--- config.mk ---
export PLATFORM = sky130hd
export DESIGN_NAME = wdt_top
export DESIGN_NICKNAME = d
export VERILOG_FILES = /design/src/rtl/wdt_pkg.sv /design/src/rtl/wdt_top.sv /design/src/rtl/wdt_prescaler.sv
export SDC_FILE = /design/constraint.sdc
export NUM_CORES = 1
export LEC_CHECK = 0
export ABC_AREA = 0
export BUFFER_PORTS_ARGS = -buffer_cell sky130_fd_sc_hd__clkbuf_2
export CAP_MARGIN = 20
export CORE_MARGIN = 4
export CORE_UTILIZATION = 40
export DETAILED_ROUTE_END_ITERATION = 6
export GPL_TIMING_DRIVEN = 1
export PLACE_DENSITY = 0.72
export SLEW_MARGIN = 5
export SYNTH_ARGS = -nofsm -noshare
export SYNTH_HDL_FRONTEND = slang
export SYNTH_SLANG_ARGS = --single-unit
--- constraint.sdc ---
create_clock -name sys_clk -period 6.08 [get_ports sys_clk]
set_clock_uncertainty 0.05 [all_clocks]
set_input_delay 0 -clock sys_clk [delete_from_list [all_inputs] [get_ports sys_clk]]
set_output_delay 0 -clock sys_clk [all_outputs]
set_load 0.03 [all_outputs]
--- src/rtl/wdt_pkg.sv ---
package wdt_pkg;

	// --------------------------------------------------------------
	// clock and bus constants
	// --------------------------------------------------------------
	localparam int unsigned CLK_FREQ_HZ   = 200_000_000;
	localparam int unsigned AXI_ADDR_W    = 32;
	localparam int unsigned AXI_DATA_W    = 32;
	localparam logic [1:0]  RESP_OKAY     = 2'h0;
	localparam logic [1:0]  RESP_SLVERR   = 2'h2;

	// --------------------------------------------------------------
	// register byte offsets
	// --------------------------------------------------------------
	localparam logic [31:0] OFS_CLK_CTL   = 32'h0000_0000;
	localparam logic [31:0] OFS_CONTROL   = 32'h0000_0004;
	localparam logic [31:0] OFS_COMPARE   = 32'h0000_0008;
	localparam logic [31:0] OFS_PROTECT   = 32'h0000_000c;

	// --------------------------------------------------------------
	// field positions
	// --------------------------------------------------------------
	localparam int unsigned CLK_DEBUG_RUN_ENABLE_BIT = 8;
	localparam int unsigned CLK_DIV_LSB   = 4;
	localparam int unsigned CLK_SRC_LSB   = 0;
	localparam int unsigned CTL_MODE_LSB  = 9;
	localparam int unsigned CTL_STAT_BIT  = 8;
	localparam int unsigned CTL_RST_BIT   = 4;
	localparam int unsigned CTL_RUN_LSB   = 0;

	// --------------------------------------------------------------
	// keys and values after reset
	// --------------------------------------------------------------
	localparam int unsigned CNT_W         = 10;
	localparam logic [15:0] PROTECTION_KEY_KEY      = 16'h0096;
	localparam logic [15:0] PROTECTION_KEY_RST      = 16'h0000;
	localparam logic [3:0]  RUN_STOP_KEY  = 4'ha;
	localparam logic [3:0]  RUN_READ_ON   = 4'h0;
	localparam logic [9:0]  CMP_RST       = 10'h3ff;
	localparam logic [9:0]  CNT_RST       = 10'h000;

	// --------------------------------------------------------------
	// prescaler limits (ratio minus one)
	// --------------------------------------------------------------
	localparam int unsigned PRE_W         = 16;
	localparam logic [15:0] LIM_8192      = 16'h1fff;
	localparam logic [15:0] LIM_16384     = 16'h3fff;
	localparam logic [15:0] LIM_32768     = 16'h7fff;
	localparam logic [15:0] LIM_65536     = 16'hffff;
	localparam logic [15:0] LIM_128       = 16'h007f;
	localparam logic [15:0] LIM_1         = 16'h0000;
	localparam logic [15:0] PRE_RST       = 16'h0000;

	// --------------------------------------------------------------
	// types
	// --------------------------------------------------------------
	typedef enum logic [1:0] {
		WDT_SRC_IOSC  = 2'h0,
		WDT_SRC_OSC1  = 2'h1,
		WDT_SRC_OSC3  = 2'h2,
		WDT_SRC_EXOSC = 2'h3
	} wdt_src_t;

	typedef enum logic [1:0] {
		WDT_MODE_RESET   = 2'h0,
		WDT_MODE_NMI     = 2'h1,
		WDT_MODE_NMI_RST = 2'h2,
		WDT_MODE_RSVD    = 2'h3
	} wdt_mode_t;

	typedef struct packed {
		logic     debug_run_enable;
		logic [1:0] div;
		wdt_src_t src;
	} wdt_clkctl_t;

	localparam wdt_clkctl_t CLKCTL_RST = '{debug_run_enable: 1'b0, div: 2'h0,
		src: WDT_SRC_IOSC};

endpackage : wdt_pkg

--- src/rtl/wdt_top.sv ---
`timescale 1ns/1ps
module wdt_top (
	// clock and reset
	input  wire logic                            sys_clk,
	input  wire logic                            resetn,
	// axi4-lite write address
	input  wire logic [wdt_pkg::AXI_ADDR_W-1:0]  s_axi_awaddr,
	input  wire logic [2:0]                      s_axi_awprot,
	input  wire logic                            s_axi_awvalid,
	output logic                                 s_axi_awready,
	// axi4-lite write data
	input  wire logic [wdt_pkg::AXI_DATA_W-1:0]  s_axi_wdata,
	input  wire logic [3:0]                      s_axi_wstrb,
	input  wire logic                            s_axi_wvalid,
	output logic                                 s_axi_wready,
	// axi4-lite write response
	output logic [1:0]                           s_axi_bresp,
	output logic                                 s_axi_bvalid,
	input  wire logic                            s_axi_bready,
	// axi4-lite read address
	input  wire logic [wdt_pkg::AXI_ADDR_W-1:0]  s_axi_araddr,
	input  wire logic [2:0]                      s_axi_arprot,
	input  wire logic                            s_axi_arvalid,
	output logic                                 s_axi_arready,
	// axi4-lite read data
	output logic [wdt_pkg::AXI_DATA_W-1:0]       s_axi_rdata,
	output logic [1:0]                           s_axi_rresp,
	output logic                                 s_axi_rvalid,
	input  wire logic                            s_axi_rready,
	// clock sources and cpu state
	input  wire logic [3:0]                      src_tick,
	input  wire logic                            cpu_debug,
	// watchdog events
	output logic                                 nmi_out,
	output logic                                 sys_reset_out
);
	import wdt_pkg::*;

	// ----------------------------------------------------------------
	// reset release
	// ----------------------------------------------------------------
	logic rst_meta;
	logic rst_n;

	// two-stage release of the asynchronous reset
	always_ff @(posedge sys_clk or negedge resetn) begin
		if (!resetn) begin
			rst_meta <= 1'b0;
			rst_n    <= 1'b0;
		end else begin
			rst_meta <= 1'b1;
			rst_n    <= rst_meta;
		end
	end

	// ----------------------------------------------------------------
	// declarations
	// ----------------------------------------------------------------
	logic [31:0]  aw_addr_reg;
	logic         aw_full_reg;
	logic [31:0]  w_data_reg;
	logic [3:0]   w_strb_reg;
	logic         w_full_reg;
	logic         wr_en;
	logic         wr_hit;
	logic         unlocked;
	logic         restart_w;
	logic [31:0]  rd_word;
	logic         rd_hit;
	logic [15:0]  protection_key_reg;
	wdt_clkctl_t  clk_ctl_reg;
	wdt_mode_t    mode_reg;
	logic         stopped_reg;
	logic         stat_reg;
	logic [9:0]   cmp_reg;
	logic [9:0]   cnt_reg;
	logic         cnt_en;
	logic         cnt_tick;
	logic         match;
	logic         nmi_now;
	logic         rst_now;
	logic [15:0]  clk_word;
	logic [15:0]  ctl_word;
	logic [15:0]  cmp_word;
	logic [15:0]  clk_new;
	logic [15:0]  ctl_new;
	logic [15:0]  cmp_new;

	// byte-lane merge of a 16-bit register
	function automatic logic [15:0] merge16(input logic [15:0] old,
		input logic [31:0] data, input logic [3:0] strb);
		logic [15:0] r;
		r = old;
		if (strb[0]) begin
			r[7:0] = data[7:0];
		end
		if (strb[1]) begin
			r[15:8] = data[15:8];
		end
		return r;
	endfunction : merge16

	// ----------------------------------------------------------------
	// axi4-lite write channels
	// ----------------------------------------------------------------

	// write address capture
	always_ff @(posedge sys_clk or negedge rst_n) begin
		if (!rst_n) begin
			aw_addr_reg   <= 32'h0000_0000;
			aw_full_reg   <= 1'b0;
			s_axi_awready <= 1'b0;
		end else if (s_axi_awready && s_axi_awvalid) begin
			aw_addr_reg   <= s_axi_awaddr;
			aw_full_reg   <= 1'b1;
			s_axi_awready <= 1'b0;
		end else if (wr_en) begin
			aw_full_reg   <= 1'b0;
		end else if (!aw_full_reg && !s_axi_bvalid) begin
			s_axi_awready <= 1'b1;
		end
	end

	// write data capture
	always_ff @(posedge sys_clk or negedge rst_n) begin
		if (!rst_n) begin
			w_data_reg   <= 32'h0000_0000;
			w_strb_reg   <= 4'h0;
			w_full_reg   <= 1'b0;
			s_axi_wready <= 1'b0;
		end else if (s_axi_wready && s_axi_wvalid) begin
			w_data_reg   <= s_axi_wdata;
			w_strb_reg   <= s_axi_wstrb;
			w_full_reg   <= 1'b1;
			s_axi_wready <= 1'b0;
		end else if (wr_en) begin
			w_full_reg   <= 1'b0;
		end else if (!w_full_reg && !s_axi_bvalid) begin
			s_axi_wready <= 1'b1;
		end
	end

	// commit once address and data are both held
	assign wr_en  = aw_full_reg && w_full_reg && !s_axi_bvalid;
	assign wr_hit = (aw_addr_reg == OFS_CLK_CTL) ||
		(aw_addr_reg == OFS_CONTROL) || (aw_addr_reg == OFS_COMPARE) ||
		(aw_addr_reg == OFS_PROTECT);

	// write response
	always_ff @(posedge sys_clk or negedge rst_n) begin
		if (!rst_n) begin
			s_axi_bvalid <= 1'b0;
			s_axi_bresp  <= RESP_OKAY;
		end else if (wr_en) begin
			s_axi_bvalid <= 1'b1;
			s_axi_bresp  <= wr_hit ? RESP_OKAY : RESP_SLVERR;
		end else if (s_axi_bready) begin
			s_axi_bvalid <= 1'b0;
		end
	end

	// ----------------------------------------------------------------
	// axi4-lite read channels
	// ----------------------------------------------------------------

	// register images as software sees them
	assign clk_word = {7'h00, clk_ctl_reg.debug_run_enable, 2'h0, clk_ctl_reg.div,
		2'h0, clk_ctl_reg.src};
	assign ctl_word = {5'h00, mode_reg, stat_reg, 3'h0, 1'b0,
		stopped_reg ? RUN_STOP_KEY : RUN_READ_ON};
	assign cmp_word = {6'h00, cmp_reg};

	// read decode
	always_comb begin
		rd_word = 32'h0000_0000;
		rd_hit  = 1'b1;
		unique case (s_axi_araddr)
			OFS_CLK_CTL: rd_word = {16'h0000, clk_word};
			OFS_CONTROL: rd_word = {16'h0000, ctl_word};
			OFS_COMPARE: rd_word = {16'h0000, cmp_word};
			OFS_PROTECT: rd_word = {31'h0000_0000, unlocked};
			default:     rd_hit  = 1'b0;
		endcase
	end

	// read address and data
	always_ff @(posedge sys_clk or negedge rst_n) begin
		if (!rst_n) begin
			s_axi_arready <= 1'b0;
			s_axi_rvalid  <= 1'b0;
			s_axi_rdata   <= 32'h0000_0000;
			s_axi_rresp   <= RESP_OKAY;
		end else if (s_axi_arready && s_axi_arvalid) begin
			s_axi_arready <= 1'b0;
			s_axi_rvalid  <= 1'b1;
			s_axi_rdata   <= rd_word;
			s_axi_rresp   <= rd_hit ? RESP_OKAY : RESP_SLVERR;
		end else if (s_axi_rvalid) begin
			if (s_axi_rready) begin
				s_axi_rvalid <= 1'b0;
			end
		end else begin
			s_axi_arready <= 1'b1;
		end
	end

	// ----------------------------------------------------------------
	// protection and configuration registers
	// ----------------------------------------------------------------
	assign unlocked = (protection_key_reg == PROTECTION_KEY_KEY);
	assign clk_new  = merge16(clk_word, w_data_reg, w_strb_reg);
	assign ctl_new  = merge16(ctl_word, w_data_reg, w_strb_reg);
	assign cmp_new  = merge16(cmp_word, w_data_reg, w_strb_reg);

	// protection key, never itself locked
	always_ff @(posedge sys_clk or negedge rst_n) begin
		if (!rst_n) begin
			protection_key_reg <= PROTECTION_KEY_RST;
		end else if (wr_en && aw_addr_reg == OFS_PROTECT) begin
			protection_key_reg <= merge16(protection_key_reg, w_data_reg, w_strb_reg);
		end
	end

	// clock source, divider and debug-run
	always_ff @(posedge sys_clk or negedge rst_n) begin
		if (!rst_n) begin
			clk_ctl_reg <= CLKCTL_RST;
		end else if (wr_en && unlocked && aw_addr_reg == OFS_CLK_CTL) begin
			clk_ctl_reg.debug_run_enable <= clk_new[CLK_DEBUG_RUN_ENABLE_BIT];
			clk_ctl_reg.div   <= clk_new[CLK_DIV_LSB +: 2];
			clk_ctl_reg.src   <= wdt_src_t'(clk_new[CLK_SRC_LSB +: 2]);
		end
	end

	// match mode and run key; the run key only acts on byte 0
	always_ff @(posedge sys_clk or negedge rst_n) begin
		if (!rst_n) begin
			mode_reg    <= WDT_MODE_RESET;
			stopped_reg <= 1'b1;
		end else if (wr_en && unlocked && aw_addr_reg == OFS_CONTROL) begin
			mode_reg <= wdt_mode_t'(ctl_new[CTL_MODE_LSB +: 2]);
			if (w_strb_reg[0]) begin
				stopped_reg <= (ctl_new[CTL_RUN_LSB +: 4] ==
					RUN_STOP_KEY);
			end
		end
	end

	// compare value
	always_ff @(posedge sys_clk or negedge rst_n) begin
		if (!rst_n) begin
			cmp_reg <= CMP_RST;
		end else if (wr_en && unlocked && aw_addr_reg == OFS_COMPARE) begin
			cmp_reg <= cmp_new[9:0];
		end
	end

	// restart strobe, write-only and protected
	assign restart_w = wr_en && unlocked && aw_addr_reg == OFS_CONTROL &&
		w_strb_reg[0] && w_data_reg[CTL_RST_BIT];

	// ----------------------------------------------------------------
	// counter clock
	// ----------------------------------------------------------------

	// debug freezes unless debug-run; halt and sleep do not gate
	assign cnt_en = !stopped_reg &&
		!(cpu_debug && !clk_ctl_reg.debug_run_enable);

	wdt_prescaler u_prescaler (
		.sys_clk  (sys_clk),
		.rst_n    (rst_n),
		.clear    (restart_w),
		.enable   (cnt_en),
		.clk_ctl  (clk_ctl_reg),
		.src_tick (src_tick),
		.cnt_tick (cnt_tick)
	);

	// ----------------------------------------------------------------
	// counter, compare and events
	// ----------------------------------------------------------------
	assign match = cnt_tick && cnt_en && !restart_w &&
		(cnt_reg == cmp_reg);

	// action chosen by mode; reserved mode does nothing
	always_comb begin
		nmi_now = 1'b0;
		rst_now = 1'b0;
		unique case (mode_reg)
			WDT_MODE_RESET:   rst_now = match;
			WDT_MODE_NMI:     nmi_now = match;
			WDT_MODE_NMI_RST: begin
				nmi_now = match && !stat_reg;
				rst_now = match && stat_reg;
			end
			WDT_MODE_RSVD: begin
				nmi_now = 1'b0;
				rst_now = 1'b0;
			end
		endcase
	end

	// ten-bit up counter
	always_ff @(posedge sys_clk or negedge rst_n) begin
		if (!rst_n) begin
			cnt_reg <= CNT_RST;
		end else if (restart_w) begin
			cnt_reg <= CNT_RST;
		end else if (match) begin
			cnt_reg <= CNT_RST;
		end else if (cnt_tick && cnt_en) begin
			cnt_reg <= cnt_reg + 10'h001;
		end
	end

	// nmi status; a restart blocks the match in its cycle, so it wins over a new nmi
	always_ff @(posedge sys_clk or negedge rst_n) begin
		if (!rst_n) begin
			stat_reg <= 1'b0;
		end else if (nmi_now) begin
			stat_reg <= 1'b1;
		end else if (restart_w) begin
			stat_reg <= 1'b0;
		end
	end

	// one-cycle event pulses to the system
	always_ff @(posedge sys_clk or negedge rst_n) begin
		if (!rst_n) begin
			nmi_out       <= 1'b0;
			sys_reset_out <= 1'b0;
		end else begin
			nmi_out       <= nmi_now;
			sys_reset_out <= rst_now;
		end
	end

endmodule : wdt_top

--- src/rtl/wdt_prescaler.sv ---
`timescale 1ns/1ps
module wdt_prescaler (
	// clock and reset
	input  wire logic               sys_clk,
	input  wire logic               rst_n,
	// control
	input  wire logic               clear,
	input  wire logic               enable,
	input  wdt_pkg::wdt_clkctl_t    clk_ctl,
	// source enables
	input  wire logic [3:0]         src_tick,
	// counter clock enable
	output logic                    cnt_tick
);
	import wdt_pkg::*;

	logic [PRE_W-1:0] pre_reg;

	// ratio minus one for a source and divider setting
	function automatic logic [PRE_W-1:0] limit_of(input wdt_src_t s,
		input logic [1:0] d);
		logic [PRE_W-1:0] r;
		r = LIM_1;
		unique case (s)
			WDT_SRC_IOSC, WDT_SRC_OSC3: begin
				unique case (d)
					2'h0: r = LIM_8192;
					2'h1: r = LIM_16384;
					2'h2: r = LIM_32768;
					2'h3: r = LIM_65536;
				endcase
			end
			WDT_SRC_OSC1:  r = LIM_128;
			WDT_SRC_EXOSC: r = LIM_1;
		endcase
		return r;
	endfunction : limit_of

	// divide the selected source; a stopped source stalls here
	always_ff @(posedge sys_clk or negedge rst_n) begin
		if (!rst_n) begin
			pre_reg  <= PRE_RST;
			cnt_tick <= 1'b0;
		end else if (clear) begin
			pre_reg  <= PRE_RST;
			cnt_tick <= 1'b0;
		end else if (enable && src_tick[clk_ctl.src]) begin
			if (pre_reg >= limit_of(clk_ctl.src, clk_ctl.div)) begin
				pre_reg  <= PRE_RST;
				cnt_tick <= 1'b1;
			end else begin
				pre_reg  <= pre_reg + 16'h0001;
				cnt_tick <= 1'b0;
			end
		end else begin
			cnt_tick <= 1'b0;
		end
	end

endmodule : wdt_prescaler

==> results of run 1 <==
-- cell type report --
class	instances	area [um2]	share of cell area, %
multi-input cells	398	2970	35.0
clock inverters	6	88.8	1.05
flip-flops and latches	136	3420	40.3
well taps	216	270	3.18
inverters	15	56.3	0.663
repair buffers	173	1180	13.9
clock buffers	25	505	5.95
-- metrics by stage --
stage               setup WS, ns  hold slack, ns  instance area [um2]  utilization [%]  power, mW
CTS                         2.59          0.0149                 8460             52.7       2.90
floorplan                   1.98          -0.346                 6690                -       1.69
finish                      2.61          0.0184                 8490             52.9       2.89
global placement            2.68          -0.263                 7300             45.4       1.82
detailed placement          2.58          -0.260                 7300             45.4       1.84
global route                2.32          0.0548                 8490             52.9       3.04
-- worst paths after layout --
path                             startpoint                     end  slack, ns  depth (start not counted)
hold reg to reg                       rst_n  u_prescaler.pre_reg[3]       0.17                          0
setup reg to reg             clk_ctl_reg[0]    u_prescaler.cnt_tick       2.61                          8
setup / recovery             clk_ctl_reg[0]    u_prescaler.cnt_tick       2.61                          8
min in group asynchronous             rst_n  u_prescaler.pre_reg[3]       0.17                          0
hold / removal             s_axi_araddr[27]          s_axi_rresp[1]       0.02                          5
max in group asynchronous             rst_n   protection_key_reg[2]       4.50                          2
-- worst max-delay path, cell delays in order (launching register included) --
cell and delay, ns:
dfrtp_1 0.64, nand2_1 0.15, ha_1 0.28, nand2b_1 0.13
a2111oi_0 0.43, a2111oi_0 0.15, a211oi_2 0.82, a21oi_1 0.41
nor2b_1 0.26
-- synthesized netlist by cell type, types with 4 or more instances --
cell / number
a32oi_1: 6
a22o_1: 9
nor2_1: 25
xnor2_1: 11
dfstp_2: 11
buf_4: 23
nand3b_1: 5
inv_1: 15
nor4_1: 18
a21oi_1: 20
nand2_1: 36
nand3_1: 12
dfrtp_1: 125
nor3_1: 20
xor2_1: 6
ha_1: 21
mux2i_1: 6
nand4_1: 14
and3_1: 4
nor2b_1: 7
o21ai_0: 19
clkbuf_1: 11
mux2_2: 82
a22oi_1: 4
-- layer usage --
| layer | part of all wire (%) | up-vias |
|---|---|---|
| met5 | 0 | - |
| met4 | 0.61 | 0 |
| met3 | 5.4 | 5 |
| met2 | 47 | 120 |
| met1 | 47 | 2440 |
| li1 | - | 2372 |
-- logic make-up (layout without fill, tap and decap cells) --
| group | Yosys count | in the layout | synth area share [%] |
|---|---|---|---|
| xor gates and xnor gates | 17 | 17 | 2.25 |
| other | 2 | 24 | 0.114 |
| and+or+nand+nor | 171 | 171 | 14.5 |
| AOI/OAI and AO/OA | 76 | 76 | 7.61 |
| muxes | 89 | 89 | 15.2 |
| DFF | 136 | 136 | 51.7 |
| buffers and inverters | 54 | 219 | 4.66 |
| adders and majority gates | 21 | 21 | 3.97 |
-- placed cells by master, fill, tap and decap left out, types with 3 or more instances in the layout --
cell type	synthesis	layout
mux2i_1	6	6
clkbuf_8	0	5
xor2_1	6	6
nor2_1	25	25
nor3b_1	3	3
nand2b_1	3	3
dfrtp_1	125	124
nand4_1	14	14
xnor2_1	11	11
dlygate4sd3_1	0	57
and3_1	4	4
conb_1	2	24
nand3_1	12	12
nor4_1	18	18
nor2b_1	7	7
o21a_1	3	3
inv_1	15	15
clkbuf_2	0	113
a22o_1	9	9
dfstp_2	11	11
a32oi_1	6	6
mux2_2	82	82
a22oi_1	4	4
clkbuf_1	11	3
nand3b_1	5	5
o21ai_0	19	19
clkbuf_16	0	17
nand2_1	36	36
ha_1	21	21
and2_1	3	3
nor3_1	20	20
a21oi_1	20	20
or3_1	3	3
-- repair_timing --
item,4_1_cts,5_1_grt
endpoints found under the hold margin,57,0
buffers inserted,0,0
resized for setup,0,0
hold buffers,57,0
-- power breakdown --
group	switching, mW	internal [mW]	leakage (nW)	total (mW)
logic	0.265	0.295	2.01	0.561
registers	0.181	1.12	1.67	1.30
clock network	0.367	0.656	0.286	1.02
==> out/metrics.yaml, run 1 <==
synthesis:
  yosysSeqAreaShare_pct: 51.7
  yosys.area.top_type: "dfrtp_1"
  synth_seq_cells: 136
  synth_top_flop_cell: "dfrtp_1"
  synth.avg_cell_area_um2: 11.7
  netlist_instances: 566
  synthDistinctLibCells: 57
  synth_edf_count: 0
  synth_area_leaders: "dfrtp_1 47%, mux2_2 14%, dfstp_2 4.4%"
  async_reset_ff_share_pct: 100
  synth_area_um2: 6610
  synth_top_area_share_pct: 47.3
  ys_warn_count: 0
place:
  hpwl_um: 9840
  port_buffers: 113
  dp.cells: 880
  gp_congestion: 0.782
grt:
  groute.layer.met3.usage_pct: 4.52
  grt_antenna_before_repair: 0
  gr-usage-all-layers_pct: 15.9
  grt_max_degree: 82
  grt_pass1_vias: 4832
  use_met2_pct: 24.8
  met1_usage_pct: 21.8
  grt_pass1_wl_um: 23700
  globalRoute.busiestLayer: "met2"
  gr-total-overflow: 0
critical_path:
  end_kind: "flop"
  worstSetupPathType: "reg -> reg"
  worstPathRequired_ns: 6.30
  cp-start-kind: "flop"
  critPathMaxFanout: 15
  arrival_ns: 3.69
drt:
  route.vias.total: 4937
  routed_wirelength_um: 14500
  postRouteAntennaNets: 0
  drc: 0
  routedWlPerCell_um: 14.9
  vias_per_cell: 5.09
  drt_iter0_markers: 250
  drtPass1Iterations: 4
timing:
  min_period_over_period_pct: 57.1
  finalSetupViolCount: 0
  maxSlewViolCount: 0
  fin_crit_ns: 3.47
  hold_viol: 0
  setup_tns_ns: 0
  worstMarginPinSlew_ns: 0.999
  clock.fmax_mhz: 288
  rsz0062_at_grt: "false"
  slew_headroom_pct: 33.0
flow_run:
  drv_cap: 0
die:
  start_util_pct: 41.2
  die_w_um: 137
  die_h_um: 137
  rows: 46
  die_area_um2: 18600
  core_area_um2: 16100
  num_io_pins: 161
clocking:
  cts_sinks: 136
  cts_buffers: 17
  cts_buffer_depth: 2
  cts.clk_slew.worst_paths_ns: 0.06
  cts_htree_levels: 4
  clock_latency_ns: 0.42
  cts_root_buf: "clkbuf_16"
  cts_tree: "done"
final_layout:
  fin_nets: 880
  final_cell_count_no_fill: 969
  area_growth_pct: 28.4
  insertedDiodeCount: 0
  nFillCells: 1353
  layout-drive-gt1-share_pct: 33.2
  largest_register_ff_count: 32
pwr:
  p_leak_nw: 3.97
  powerDensity_nw_per_um2: 340
  max-vdd-ir-drop_mv: 0.336
outcome:
  status: "complete, no violations"
min_path:
  hp-class: "in -> reg"
No activity file was read; power rests on OpenSTA's default activity.
==> inputs of run 2 (changes only) <==
clock period = 3.6 ns   (was 6.08 ns; I/O delays follow)
==> out/metrics.yaml, run 2 (same netlist as run 1, synthesis figures left out) <==
outcome:
  status: "complete, no violations"
final_layout:
  insertedDiodeCount: 0  # unchanged
  final_cell_mix: "124 x dfrtp_1, 113 x clkbuf_2, 82 x mux2_2"
  nFillCells: 1364  # +0.81%
  regArea_um2: 3420  # unchanged
  layout-drive-gt1-share_pct: 33.9  # +0.70 points
  final_core_util_pct: 52.7  # -0.19 points
  area_growth_pct: 27.9
  final_cell_area_um2: 8460  # -0.37%
  fin_nets: 884  # +0.45%
  multi_input_area_um2: 2970  # unchanged
  final_common_cell: "dfrtp_1"
  largest_register_ff_count: 32  # unchanged
  final_cell_count_no_fill: 974  # +0.52%
grt:
  gr-total-overflow: 0  # unchanged
  grt_antenna_before_repair: 0  # unchanged
  grt_pass1_vias: 5058  # +4.7%
  gr-usage-all-layers_pct: 17.3  # +1.4 points
  grt_max_degree: 73  # -11%
  grt_pass1_wl_um: 25400  # +7.3%
clocking:
  cts_buffer_depth: 2  # unchanged
  cts.clk_slew.worst_paths_ns: 0.06  # about the same
  cts_tree: "done"
  post_cts_buffers: 0  # unchanged
  cts_root_buf: "clkbuf_16"
  cts_sinks: 136  # unchanged
  cts_buffers: 17  # unchanged
  clock_latency_ns: 0.42  # about the same
  cts_htree_levels: 4  # unchanged
pwr:
  p_total_mw: 4.79  # +66%
  p_leak_nw: 3.96  # -0.32%
  powerDensity_nw_per_um2: 566  # +67%
  max-vdd-ir-drop_mv: 0.465  # +39%
place:
  port_buffers: 113  # unchanged
  dpl_cell_area_um2: 7330  # +0.51%
  dp.cells: 885  # +0.57%
  place_ws_ns: 0.786  # -1.79 ns
  hpwl_um: 10200  # +3.8%
  gp_congestion: 0.811  # +3.7%
critical_path:
  r2r-start: "clk_ctl_reg[0]"
  critPathSlowestCell: "dfrtp_1"
  arrival_ns: 3.02  # -0.67 ns
  worstPathRequired_ns: 3.82  # -2.48 ns
  cp-start-kind: "flop"
  end_kind: "flop"
  worstSetupPathType: "reg -> reg"
  critPathMaxFanout: 13  # -2
  path_buf_inv: 0  # unchanged
  path_cells: "nand3b_1 -> ha_1 -> and4_1 -> nand4_1 -> a2111oi_0 -> a211oi_2 -> a21oi_1 -> nor3_1"
  max_stage_delay_ns: 0.56  # -0.26 ns
  crit_family: "compound AO/OA/AOI/OAI gates"
  worstSetupStartpoint: "clk_ctl_reg[0]"
min_path:
  hp-class: "in -> reg"
  hp-start: "s_axi_araddr[27]"
drt:
  route.vias.total: 4965  # +0.57%
  vias_per_cell: 5.10  # about the same
  drt_iter0_markers: 304  # +22%
  routed_wirelength_um: 15500  # +7.4%
  postRouteAntennaNets: 0  # unchanged
  routedWlPerCell_um: 16.0  # +6.8%
  drtPass1Iterations: 5  # +1
  drc: 0  # unchanged
die:
  die_area_um2: 18600  # unchanged
  num_io_pins: 161  # unchanged
  die_w_um: 137  # unchanged
  die_h_um: 137  # unchanged
  start_util_pct: 41.2  # unchanged
  core_area_um2: 16100  # unchanged
  rows: 46  # unchanged
timing:
  maxSlewViolCount: 0  # unchanged
  fin_crit_ns: 2.80  # -0.669 ns
  finalSetupViolCount: 0  # unchanged
  worst_slack_ns: 0.795  # -1.81 ns
  min_period_over_period_pct: 77.9  # +21 points
  rsz0062_at_grt: "false"
  slew_headroom_pct: 39.1  # +6.2 points
  worstMarginPinSlew_ns: 0.913  # -0.0858 ns
  hold_viol: 0  # unchanged
  setup_tns_ns: 0  # unchanged
  clock.fmax_mhz: 357  # +24%
  whs_ns: 0.0337  # +0.0152 ns
flow_run:
  drv_cap: 0  # unchanged
[run 2: path summary, 6_finish.rpt]
kind                                                end  slack (ns)  depth (start not counted)
worst max-delay path            u_prescaler.pre_reg[11]        0.80                          8
worst min-delay path                     s_axi_rresp[1]        0.03                          5
worst max register to register  u_prescaler.pre_reg[11]        0.80                          8
worst min register to register                    rst_n        0.30                          0
max in group asynchronous                w_data_reg[11]        2.19                          1
min in group asynchronous                         rst_n        0.39                          3
[run 2: per-layer routing]
metal,wire length (um),up-vias,track usage [%]
li1,-,2383,-
met1,6860,2448,22.6
met2,7680,123,28.2
met3,840,11,5.37
met4,163,0,4.42
met5,0,-,0
[run 2: power breakdown]
part,internal (mW),switching (mW),total [mW]
Sequential,1.89,0.326,2.22
Clock,0.952,0.678,1.63
Combinational,0.497,0.443,0.940
[run 2: worst register-to-register path, stage by stage (launching register included)]
cell	delay, ns
dfrtp_1	0.56
nand3b_1	0.26
ha_1	0.31
and4_1	0.21
nand4_1	0.10
a2111oi_0	0.41
a211oi_2	0.10
a21oi_1	0.54
nor3_1	0.14
[run 2: final cells by class]
class / count / area share (%)
sequential: 136 / 40.4
multi-input combinational: 398 / 35.1
timing repair buffer: 177 / 14.1
clock buffer: 18 / 5.07
tap: 216 / 3.20
clock inverter: 14 / 1.46
inverter: 15 / 0.666
[run 2: repair_timing]
action / in CTS / in global routing
hold buffers: 57 / 0
gates resized for setup: 0 / 0
hold endpoints to repair: 57 / 0
==> inputs of run 3 (changes only) <==
clock period = 2.7 ns   (was 3.6 ns; I/O delays follow)
==> out/metrics.yaml, run 3 (same netlist as run 1, synthesis figures left out) <==
pwr:
  powerDensity_nw_per_um2: 790  # +40%
  max-vdd-ir-drop_mv: 0.683  # +47%
  p_leak_nw: 4.06  # +2.5%
final_layout:
  insertedDiodeCount: 0  # unchanged
  final_cell_mix: "123 x dfrtp_1, 113 x clkbuf_2, 82 x mux2_2"
  largest_register_ff_count: 32  # unchanged
  fin_nets: 892  # +0.90%
  final_cell_count_no_fill: 982  # +0.82%
  layout-drive-gt1-share_pct: 34.9  # +0.95 points
  area_growth_pct: 31.0
  final_cell_area_um2: 8660  # +2.4%
  final_common_cell: "dfrtp_1"
timing:
  min_period_over_period_pct: 90.4  # +12 points
  setup_tns_ns: 0  # unchanged
  worstMarginPinSlew_ns: 0.896  # -0.0167 ns
  hold_viol: 0  # unchanged
  slew_headroom_pct: 40.1  # +0.97 points
  maxSlewViolCount: 0  # unchanged
  rsz0062_at_grt: "false"
  fin_crit_ns: 2.44  # -0.365 ns
  clock.fmax_mhz: 410  # +15%
  finalSetupViolCount: 0  # unchanged
  whs_ns: 0.0372  # +0.00352 ns
grt:
  grt_max_degree: 66  # -9.6%
  grt_pass1_vias: 5050  # -0.16%
  gr-total-overflow: 0  # unchanged
  grt_pass1_wl_um: 26000  # +2.1%
  gr-usage-all-layers_pct: 17.7  # +0.35 points
  grt_antenna_before_repair: 0  # unchanged
clocking:
  cts_buffers: 17  # unchanged
  cts_tree: "done"
  cts_root_buf: "clkbuf_16"
  clock_latency_ns: 0.42  # about the same
  cts.clk_slew.worst_paths_ns: 0.06  # about the same
  cts_buffer_depth: 2  # unchanged
  cts_sinks: 136  # unchanged
  cts_htree_levels: 4  # unchanged
drt:
  routed_wirelength_um: 15800  # +1.6%
  drt_iter0_markers: 319  # +4.9%
  route.vias.total: 4977  # +0.24%
  drtPass1Iterations: 4  # -1
  routedWlPerCell_um: 16.1  # +0.79%
  vias_per_cell: 5.07  # -0.57%
  drc: 0  # unchanged
  postRouteAntennaNets: 0  # unchanged
min_path:
  hp-class: "in -> reg"
  hp-start: "s_axi_awvalid"
critical_path:
  arrival_ns: 2.66  # -0.36 ns
  crit_end: "sys_reset_out"
  end_kind: "flop"
  reg2reg_to: "sys_reset_out"
  worstPathRequired_ns: 2.92  # -0.90 ns
  rrSetupSlack_ns: 0.26  # -0.53 ns
  worstSetupStartpoint: "aw_addr_reg[18]"
  worstSetupPathType: "reg -> reg"
  cp-start-kind: "flop"
  critPathMaxFanout: 7  # -6
  r2r-start: "aw_addr_reg[18]"
  rr_worst_depth: 6  # -2
die:
  die_area_um2: 18600  # unchanged
  start_util_pct: 41.2  # unchanged
  core_area_um2: 16100  # unchanged
  rows: 46  # unchanged
  die_w_um: 137  # unchanged
  num_io_pins: 161  # unchanged
  die_h_um: 137  # unchanged
place:
  port_buffers: 113  # unchanged
  dpl_cell_area_um2: 7420  # +1.2%
  gp_congestion: 0.812  # +0.17%
  dp.cells: 893  # +0.90%
  hpwl_um: 10300  # +1.3%
outcome:
  status: "complete, no violations"
flow_run:
  drv_cap: 0  # unchanged
[run 3: cell types whose count changed in the layout (fill, tap and decap cells not counted)]
cell,before,now
bufinv_16,1,5
inv_6,4,2
dfrtp_1,124,123
clkbuf_1,1,0
dfrtp_2,0,1
inv_8,0,1
clkbuf_8,0,2
buf_12,0,2
clkinv_2,4,1
clkinvlp_4,4,3
buf_4,7,13
[run 3: power by group]
part           total (mW)  leakage, nW  internal (mW)  switching (mW)
logic                1.27         2.07          0.666           0.602
registers            2.97         1.67           2.52           0.441
clock network        2.61        0.318           1.70           0.910
total                6.84         4.06           4.89            1.95
[run 3: stage by stage]
stage	power, mW	worst slack [ns]	util, %
finish	6.84	0.260	53.9
floorplan	3.80	0.307	-
detailed placement	4.15	0.131	46.2
global placement	4.10	0.223	46.2
CTS	6.85	0.119	53.9
global route	7.19	0.0000924	53.9
[run 3: how the worst min path moves through the flow]
stage | to | slack, ns | cells after the start
after floorplan | rst_meta | -0.35 | 0
after global placement | rst_meta | -0.26 | 1
after detailed placement | rst_meta | -0.26 | 1
after CTS | s_axi_rresp[1] | 0.02 | 5
after global routing | s_axi_rresp[1] | 0.05 | 5
final | aw_full_reg | 0.04 | 4
[run 3: cell type report]
cell class / instances / area, um2
multi-input cells: 398 / 2970
clock buffers: 19 / 453
repair buffers: 185 / 1270
well taps: 216 / 270
clock inverters: 13 / 215
flip-flops and latches: 136 / 3420
fillers: 1346 / 7400
inverters: 15 / 56.3
[run 3: critical path, cell delays in order (launching register included)]
cell and delay [ns]:
dfrtp_1 0.39, nor4_1 0.42, nand4_1 0.27, nor4_4 0.61
nand4b_1 0.15, nor2_1 0.28, nor4_1 0.13
[run 3: routing by layer]
metal  part of all wire, %  GRT usage (%)  vias up
li1                      -              -     2402
met1                    44           23.5     2457
met2                    50           28.6      108
met3                   4.8           5.18       10
met4                  0.87           4.26        0
met5                     0              0        -
[run 3: timing repair]
| action | CTS | global route |
|---|---|---|
| hold endpoints to repair | 58 | 0 |
| hold buffers | 57 | 0 |
| gates resized for setup | 0 | 1 |
| setup endpoints to repair | 0 | 17 |
| setup buffers | 0 | 0 |
